$ cat config.mk
export PLATFORM = sky130hd
export DESIGN_NAME = sie_top
export DESIGN_NICKNAME = d
export VERILOG_FILES = /design/src/rtl/sie_pkg.sv /design/src/rtl/sie_cond_if.sv /design/src/rtl/sie_cond_detect.sv /design/src/rtl/sie_top.sv
export SDC_FILE = /design/constraint.sdc
export NUM_CORES = 1
export LEC_CHECK = 0
export BUFFER_PORTS_ARGS = -buffer_cell sky130_fd_sc_hd__buf_2
export CORE_MARGIN = 3
export CORE_UTILIZATION = 43
export DETAILED_ROUTE_END_ITERATION = 10
export PLACE_DENSITY = 0.78
export SETUP_SLACK_MARGIN = 0.1
export SYNTH_ARGS = -nofsm -noshare
export SYNTH_HDL_FRONTEND = slang
export SYNTH_SLANG_ARGS = --single-unit
$ cat constraint.sdc
create_clock -name clk_sys -period 2.3 [get_ports clk_sys]
set_clock_uncertainty 0.1 [all_clocks]
set_input_delay 0.46 -clock clk_sys [delete_from_list [all_inputs] [get_ports clk_sys]]
set_output_delay 0.46 -clock clk_sys [all_outputs]
set_load 0.02 [all_outputs]
$ cat src/rtl/sie_pkg.sv
// Constants and types for the scan master interrupt enable block
package sie_pkg;
    // Occupancy counters, in long words
    localparam int CNT_W = 7;
    typedef logic [CNT_W-1:0] sie_cnt_t;
    localparam sie_cnt_t CNT_ZERO = 7'h00;
    localparam sie_cnt_t CNT_HALF = 7'h38;
    localparam sie_cnt_t CNT_FULL = 7'h70;

    // Parallel processor port register map
    localparam int ADDR_W = 8;
    localparam int DATA_W = 16;
    typedef logic [ADDR_W-1:0] sie_addr_t;
    typedef logic [DATA_W-1:0] sie_word_t;
    localparam sie_addr_t ADDR_ENABLE = 8'h02;
    localparam sie_addr_t ADDR_STATUS = 8'h03;

    // Field positions, shared by enable and status words
    localparam int BIT_CAP_HEMPTY = 12;
    localparam int BIT_CAP_EMPTY  = 11;
    localparam int BIT_OUT_FULL   = 10;
    localparam int BIT_OUT_HFULL  = 9;
    localparam int BIT_SEQ        = 8;
    localparam int VEC_LSB        = 0;
    localparam int VEC_W          = 3;
    typedef logic [VEC_W-1:0] sie_vec_t;

    // Reset value and writable bits of the enable word
    localparam sie_word_t ENABLE_RESET = 16'h0000;
    localparam sie_word_t ENABLE_WMASK = 16'h1f07;
    localparam sie_word_t WORD_ZERO    = 16'h0000;

    // Vector selector codes
    localparam sie_vec_t VEC_NONE = 3'h0;
    localparam sie_vec_t VEC_MAX  = 3'h4;
endpackage

$ cat src/rtl/sie_cond_if.sv
// Buffer condition flags passed from detector to top
`timescale 1ns/10ps
interface sie_cond_if;
    logic cap_half_empty;
    logic cap_empty;
    logic out_full;
    logic out_half_full;

    modport det (
        output cap_half_empty,
        output cap_empty,
        output out_full,
        output out_half_full
    );
    modport use_side (
        input cap_half_empty,
        input cap_empty,
        input out_full,
        input out_half_full
    );
endinterface

$ cat src/rtl/sie_cond_detect.sv
// Buffer occupancy threshold detector
`timescale 1ns/10ps
module sie_cond_detect
    import sie_pkg::*;
(
    // Clock and reset
    input  wire logic      clk_sys,
    input  wire logic      srst,
    // Occupancy counters
    input  wire sie_cnt_t  cap_count,
    input  wire sie_cnt_t  out_count,
    // Condition flags
    sie_cond_if.det        cond
);
    logic cap_half_empty;
    logic cap_empty;
    logic out_full;
    logic out_half_full;
    logic next_cap_half_empty;
    logic next_cap_empty;
    logic next_out_full;
    logic next_out_half_full;

    always_comb begin
        next_cap_half_empty = (cap_count <= CNT_HALF);
        next_cap_empty      = (cap_count == CNT_ZERO);
        next_out_full       = (out_count >= CNT_FULL);
        next_out_half_full  = (out_count >= CNT_HALF);
    end

    always_ff @(posedge clk_sys) begin
        if (srst) begin
            cap_half_empty <= 1'b0;
            cap_empty      <= 1'b0;
            out_full       <= 1'b0;
            out_half_full  <= 1'b0;
        end else begin
            cap_half_empty <= next_cap_half_empty;
            cap_empty      <= next_cap_empty;
            out_full       <= next_out_full;
            out_half_full  <= next_out_half_full;
        end
    end

    assign cond.cap_half_empty = cap_half_empty;
    assign cond.cap_empty      = cap_empty;
    assign cond.out_full       = out_full;
    assign cond.out_half_full  = out_half_full;
endmodule

$ cat src/rtl/sie_top.sv
// Scan master interrupt enable register and request logic
//
// Notes on behaviour
// - The captured buffer half-empty condition interrupts only while its enable bit is 1.
// - The captured buffer empty condition interrupts only while its enable bit is 1.
// - The outgoing buffer full condition interrupts only while its enable bit is 1.
// - The outgoing buffer half-full condition interrupts only while its enable bit is 1.
// - Sequencer completion interrupts only while the sequencer enable bit is 1.
// - Half full and half empty both mean the 56 long word threshold is reached.
// - The three-bit vector enable field is read-write and resets to 000b.
// - The five reserved bits beside the vector field always read 00000b.
// - The sequencer and the four buffer enable bits are read-write and reset to 0.
// - With the sequencer enable set, a nonzero vector enable is ignored.
// - Vector enable codes 001 to 100 select vectors one to four, 000 none, above 100 reserved.
// - The sequencer status flag is 1 once processing completes, 0 while running or idle.
`timescale 1ns/10ps
module sie_top
    import sie_pkg::*;
(
    // Clock and reset
    input  wire logic      clk_sys,
    input  wire logic      srst,
    // Parallel processor port
    input  wire logic      ppp_sel,
    input  wire logic      ppp_wr,
    input  wire logic      ppp_rd,
    input  wire sie_addr_t ppp_addr,
    input  wire sie_word_t ppp_wdata,
    output sie_word_t      ppp_rdata,
    // Buffer occupancy
    input  wire sie_cnt_t  cap_count,
    input  wire sie_cnt_t  out_count,
    // Sequencer events
    input  wire logic      seq_start,
    input  wire logic      seq_done,
    input  wire sie_vec_t  vec_done,
    // Outputs
    output logic           seq_status,
    output logic           irq
);
    sie_cond_if cond ();

    sie_word_t enable;
    sie_word_t next_enable;
    sie_vec_t  vec_status;
    sie_vec_t  next_vec_status;
    logic      next_seq_status;
    sie_word_t next_ppp_rdata;
    logic      next_irq;
    sie_word_t status_word;
    sie_vec_t  en_vec;
    logic      vec_hit;
    logic      wr_en;

    sie_cond_detect i_sie_cond_detect (
        .clk_sys   (clk_sys),
        .srst      (srst),
        .cap_count (cap_count),
        .out_count (out_count),
        .cond      (cond)
    );

    // Register access and status word
    always_comb begin
        wr_en       = ppp_sel && ppp_wr && (ppp_addr == ADDR_ENABLE);
        next_enable = enable;
        if (wr_en) begin
            next_enable = ppp_wdata & ENABLE_WMASK;
        end
        status_word                 = WORD_ZERO;
        status_word[BIT_CAP_HEMPTY] = cond.cap_half_empty;
        status_word[BIT_CAP_EMPTY]  = cond.cap_empty;
        status_word[BIT_OUT_FULL]   = cond.out_full;
        status_word[BIT_OUT_HFULL]  = cond.out_half_full;
        status_word[BIT_SEQ]        = seq_status;
        status_word[VEC_LSB +: VEC_W] = vec_status;
        next_ppp_rdata = ppp_rdata;
        if (ppp_sel && ppp_rd) begin
            if (ppp_addr == ADDR_ENABLE) begin
                next_ppp_rdata = enable;
            end else if (ppp_addr == ADDR_STATUS) begin
                next_ppp_rdata = status_word;
            end else begin
                next_ppp_rdata = WORD_ZERO;
            end
        end
    end

    // Sequencer and vector completion status
    always_comb begin
        next_seq_status = seq_status;
        next_vec_status = vec_status;
        if (seq_start) begin
            next_seq_status = 1'b0;
            next_vec_status = VEC_NONE;
        end
        if (seq_done) begin
            next_seq_status = 1'b1;
        end
        if (vec_done != VEC_NONE) begin
            next_vec_status = vec_done;
        end
    end

    // Interrupt request
    always_comb begin
        en_vec  = enable[VEC_LSB +: VEC_W];
        vec_hit = (en_vec != VEC_NONE) && (en_vec <= VEC_MAX)
                  && (vec_status == en_vec);
        next_irq = (cond.cap_half_empty && enable[BIT_CAP_HEMPTY])
                 || (cond.cap_empty && enable[BIT_CAP_EMPTY])
                 || (cond.out_full && enable[BIT_OUT_FULL])
                 || (cond.out_half_full && enable[BIT_OUT_HFULL]);
        if (enable[BIT_SEQ]) begin
            next_irq = next_irq || seq_status;
        end else begin
            next_irq = next_irq || vec_hit;
        end
    end

    always_ff @(posedge clk_sys) begin
        if (srst) begin
            enable     <= ENABLE_RESET;
            vec_status <= VEC_NONE;
            seq_status <= 1'b0;
            ppp_rdata  <= WORD_ZERO;
            irq        <= 1'b0;
        end else begin
            enable     <= next_enable;
            vec_status <= next_vec_status;
            seq_status <= next_seq_status;
            ppp_rdata  <= next_ppp_rdata;
            irq        <= next_irq;
        end
    end
endmodule

==> impl_metrics.ini, run 1 <==
[status]
outcome = finished clean

[route]
initialDrtViolationCount = 25
firstDrtPassIters = 4
totalWireLength_mm = 2.51
wire_per_inst_um = 12.1
drc_errors = 0
vias = 1043
viasPerCell = 5.04
postRouteAntennaNets = 0

[yosys]
synthTopCellsByCount = dfxtp_1 (25), nand2b_1 (24), a21oi_1 (11)
synthCells = 132
synthMostInstantiatedCell = dfxtp_1
synth_top_area_share_pct = 41.5
synth.area.top_cells = dfxtp_1 (41%), nand2b_1 (12%), mux2i_1 (6.6%), a22o_1 (5.8%), buf_4 (5.0%)
synth_area_leader_cell = dfxtp_1
synth-seq-area-share_pct = 41.5
post_synth.cell_area_avg_um2 = 9.14
synthFlopType = dfxtp_1
synth-edff-count = 0
synth.distinct_cells = 31
yosysWarnings = 0
netlist_area_um2 = 1210
synth_seq_cells = 25
synth-async-reset-ratio_pct = 0

[timing]
max_slew.worst_pin.slew_ns = 0.569
finalSetupViolCount = 0
finalCritPeriodShare_pct = 71.2
finalHoldViolCount = 0
setup-tns-final_ns = 0
drv_slew = 0
min_period_ns = 1.64
max_freq_ghz = 0.610
rsz0062_at_grt = no
relSlewSlack_pct = 62.1

[power_and_ir_drop]
power.density_nw_per_um2 = 501
p_leak_nw = 0.626
power_mw = 0.725
irDropWorstVdd_mv = 0.293

[layout]
fill_cells = 252
fin_area_um2 = 1450
seq_area_um2 = 500
diodes = 0
final_core_util_pct = 56.4
drive_gt1_share_pct = 31.1
fin_nets = 226
areaGrowthSynthToFinish_pct = 20.0
multi_input_comb_area_um2 = 634
final_cells = 207

[worst_setup_path]
crit_path_start_kind = input pin
required_ns = 2.45
cpLargestDelayFamily = simple AND/OR/NAND/NOR gates
cpMaxStageDelayCell = or4_4
endpoint_kind = flop
crit_fanout = 9
path_cells = buf_2, or4_4, nor3_4, buf_4, mux2i_1
cp_slowest_stage_delay_ns = 0.60
path_buf_inv = 2
arrival_ns = 1.79
path_class = in -> reg
r2r_setup_slack_ns = 1.10

[placed_design]
place_area_um2 = 1420
numPortBuffers = 46
place.gp.congestion = 0.825
place_hpwl_mm = 1.95
post-place-cells = 203

[worst_hold_path]
hp-class = in -> reg

[die]
io_pins = 66
chipHeight_um = 59.0
die_w_um = 59.0
initial_core_util_pct = 47.0
rows = 18
core_area_um2 = 2570
die-area_um2 = 3480

[clocking]
numClockSinks = 25
htree_num_levels = 1
worstSkewPairLatency_ns = 0.30
clockBufferDepth = 2
cts-root-buf = clkbuf_4
clk_pin_slew_ns = 0.12
numCtsBuffers = 3
cts_tree = built
cts_hold_buffers = 0
postCtsResizedCells = 0
post_cts_buffers = 0

[global_routing]
grt_pass1_vias = 919
grt_usage_pct = 14.6
grt_pass1_wl_mm = 3.99
antenna_found_initial = 0
grt_max_degree = 29
overflow = 0

[run]
max-cap-violations = 0
==> placed cells by master (no fill, tap or decap) <==
master | Yosys | final
xor2_1 | 1 | 1
or4_1 | 1 | 1
clkbuf_1 | 4 | 1
o21bai_1 | 1 | 1
a22o_1 | 8 | 8
and4b_1 | 1 | 1
nand3b_1 | 1 | 1
dfxtp_1 | 25 | 25
nand2_1 | 10 | 10
buf_2 | 0 | 46
a31oi_1 | 3 | 3
nor3_1 | 3 | 3
o32ai_1 | 1 | 1
clkbuf_4 | 0 | 3
inv_1 | 3 | 3
nor3_2 | 1 | 1
nand2b_1 | 24 | 24
a41oi_1 | 1 | 1
and4_1 | 1 | 1
xnor2_1 | 1 | 1
or3b_2 | 1 | 1
a22oi_1 | 1 | 1
nor2_1 | 6 | 6
buf_4 | 8 | 1
a21oi_1 | 11 | 11
or4_4 | 1 | 1
conb_1 | 1 | 8
nor3_4 | 1 | 1
a31o_2 | 1 | 1
mux2i_1 | 8 | 8
a222oi_1 | 1 | 1
or3_1 | 1 | 1
==> worst paths after layout <==
path | from | end | cells after the start
setup / recovery | ppp_addr[7] | enable[9] | 5
hold / removal | cap_count[6] | i_sie_cond_detect.cond.cap_half_empty | 2
setup reg to reg | enable[9] | irq | 3
hold reg to reg | ppp_rdata[1] | ppp_rdata[1] | 1
==> worst register-to-register path, stage by stage (launching register included) <==
cell and delay (ns):
dfxtp_1 0.35, a222oi_1 0.33, a21oi_1 0.12, a31o_2 0.23
==> power breakdown <==
group          internal, mW  switching [mW]  total (mW)
registers             0.440         0.00641       0.446
logic                0.0405          0.0475      0.0881
clock network        0.0677           0.123       0.190
total                 0.548           0.176       0.725
==> routing by layer <==
layer / part of all wire, % / track usage (%) / routed length (um) / vias to the layer above
met4: 1.1 / 7.77 / 27 / 0
met1: 45 / 19.9 / 1130 / 458
met5: 0 / 0 / 0 / -
li1: - / - / - / 538
met3: 8.2 / 1.54 / 207 / 2
met2: 46 / 22.6 / 1150 / 45
==> metrics by stage <==
stage | setup WS, ns | hold slack, ns
final | 0.661 | 0.209
after global routing | 0.590 | 0.206
after CTS | 0.665 | 0.200
after detailed placement | 0.338 | 0.364
after global placement | 0.374 | 0.356
after floorplan | 0.400 | 0.362
==> cells by family after synthesis <==
kind of cell / count (synthesis) / synth area share [%]
simple gates: 52 / 25.8
compound gates: 28 / 16.2
flops: 25 / 41.5
buf+inv: 16 / 8.09
mux: 8 / 6.64
xor+xnor: 2 / 1.45
other cells: 1 / 0.311
==> area by class of cell <==
class,count,area share [%]
clock buffer,4,1.82
inverter,3,0.778
multi-input combinational,98,43.8
tap,30,2.59
timing repair buffer,47,16.4
sequential,25,34.6
==> registers in the layout, indices dropped and copies added (netlist names) <==
register and flops:
seq_status 1, enable 8, i_sie_cond_detect.cond.cap_empty 1, vec_status 3, ppp_rdata 8, i_sie_cond_detect.cond.cap_half_empty 1
i_sie_cond_detect.cond.out_half_full 1, i_sie_cond_detect.cond.out_full 1, irq 1
No activity file was read; power rests on OpenSTA's default activity.
==> run 2, diff against run 1 <==
==> constraint.sdc (replaced) <==
create_clock -name clk_sys -period 1.6 [get_ports clk_sys]
set_clock_uncertainty 0.1 [all_clocks]
set_input_delay 0.32 -clock clk_sys [delete_from_list [all_inputs] [get_ports clk_sys]]
set_output_delay 0.32 -clock clk_sys [all_outputs]
set_load 0.02 [all_outputs]
==> impl_metrics.ini, run 2 (synthesis gave the netlist of run 1 again) <==
[status]
outcome = finished clean

[die]
initial_core_util_pct = 47.0
die-area_um2 = 3480
die_w_um = 59.0
chipHeight_um = 59.0
io_pins = 66
core_area_um2 = 2570
rows = 18

[global_routing]
overflow = 0
grt_pass1_vias = 1008
grt_max_degree = 21
grt_usage_pct = 16.3
antenna_found_initial = 0
grt_pass1_wl_mm = 4.31

[worst_setup_path]
arrival_ns = 1.52
path_cells = buf_2, or3b_2, nor3_4, buf_12, mux2i_1
path_class = in -> reg
cpMaxStageDelayCell = or3b_2
crit_fanout = 8
r2r_setup_slack_ns = 0.42
rr_startpoint = enable[9]
crit_path_start_kind = input pin
reg2reg_to = irq
cp_slowest_stage_delay_ns = 0.53
cp.depth = 5
reg2reg_depth = 3
path_buf_inv = 2
endpoint_kind = flop
cpLargestDelayFamily = simple AND/OR/NAND/NOR gates
required_ns = 1.75

[clocking]
postCtsResizedCells = 0
numCtsBuffers = 3
cts_hold_buffers = 0
htree_num_levels = 1
worstSkewPairLatency_ns = 0.31
cts-root-buf = clkbuf_4
numClockSinks = 25
clockBufferDepth = 2
post_cts_buffers = 0
clk_pin_slew_ns = 0.12
cts_tree = built

[power_and_ir_drop]
irDropWorstVdd_mv = 0.485
p_leak_nw = 0.644
clock_power_share_pct = 26.2
internal-power_mw = 0.791
power.density_nw_per_um2 = 706
seqPwrFrac_pct = 61.3
p_comb_share_pct = 12.6
power_mw = 1.05
switchingPower_mw = 0.256
netSwitchingFraction_pct = 24.4

[layout]
final_common_cell = buf_2
drive_gt1_share_pct = 31.8
layout_common_cells = buf_2 (46), dfxtp_1 (25), nand2b_1 (24), a21oi_1 (11), nand2_1 (10)
reg_top3 = enable: 8 flops, ppp_rdata: 8 flops, vec_status: 3 flops
diodes = 0
fill_cells = 241
areaGrowthSynthToFinish_pct = 22.8
fin_area_um2 = 1480
fin_nets = 228

[worst_hold_path]
hold_start = cap_count[4]
min_to = i_sie_cond_detect.cond.cap_empty
hp-class = in -> reg
min_path_cells = 2

[timing]
max_slew.worst_pin.slew_ns = 0.565
min_period_ns = 1.37
rsz0062_at_grt = no
finalSetupViolCount = 0
drv_slew = 0
relSlewSlack_pct = 62.3
finalCritPeriodShare_pct = 85.9
finalHoldViolCount = 0
max_freq_ghz = 0.728

[placed_design]
numPortBuffers = 46
place_hpwl_mm = 2.07
place_area_um2 = 1460
place.gp.congestion = 0.746

[route]
firstDrtPassIters = 4
wire_per_inst_um = 12.4
vias = 1054
drc_errors = 0
viasPerCell = 5.04
totalWireLength_mm = 2.60
initialDrtViolationCount = 14
postRouteAntennaNets = 0

[run]
max-cap-violations = 0
[run 2: cell types whose count changed in the layout (fill, tap and decap cells not counted)]
cell,change
buf_12,+1
nor3_2,-1
buf_4,+1
nor3_4,+1
[run 2: per-layer routing]
metal  track usage, %  part of all wire [%]
met5                0                     0
met4             8.74                   2.5
met3             2.19                   6.9
met2             26.5                    49
met1             20.7                    42
[run 2: through the flow]
step / hold slack, ns / TNS [ns] / setup slack (ns) / std cells / util, %
2_1_floorplan: 0.297 / -1.15 / -0.143 / 139 / -
3_3_place_gp: 0.356 / -0.627 / -0.0810 / 205 / 56.7
3_5_place_dp: 0.362 / -1.02 / -0.112 / 205 / 56.7
4_1_cts: 0.0497 / 0 / 0.231 / 209 / 57.7
5_1_grt: 0.0481 / 0 / 0.160 / 209 / 57.7
6_report: 0.0634 / 0 / 0.225 / 209 / 57.7
[run 2: area by class of cell]
| class | count | area, um^2 | share of cell area (%) |
|---|---|---|---|
| tap | 30 | 37.5 | 2.53 |
| clock buffer | 4 | 26.3 | 1.77 |
| multi-input combinational | 98 | 641 | 43.2 |
| timing repair buffer | 49 | 265 | 17.9 |
| inverter | 3 | 11.3 | 0.760 |
| sequential | 25 | 500 | 33.8 |
[run 2: worst max path at each step]
stage / from / end / slack (ns)
floorplan: ppp_addr[7] / enable[0] / -0.14
global placement: ppp_addr[7] / enable[9] / -0.08
detailed placement: ppp_addr[3] / enable[1] / -0.11
CTS: ppp_addr[3] / enable[1] / 0.23
global route: ppp_addr[3] / enable[12] / 0.16
finish: ppp_addr[3] / enable[12] / 0.23
[run 2: worst register-to-register path, cell delays in order, from the launching register on]
cell,delay [ns]
dfxtp_1,0.35
a222oi_1,0.33
a21oi_1,0.11
a31o_2,0.22
[run 2: power by group through the flow]
stage,Clock (mW),Combinational (mW),Sequential (mW)
finish,0.274,0.131,0.641
CTS,0.286,0.132,0.641
global route,0.312,0.147,0.643
floorplan,0,0.0877,0.654
detailed placement,0,0.132,0.654
global placement,0,0.126,0.654
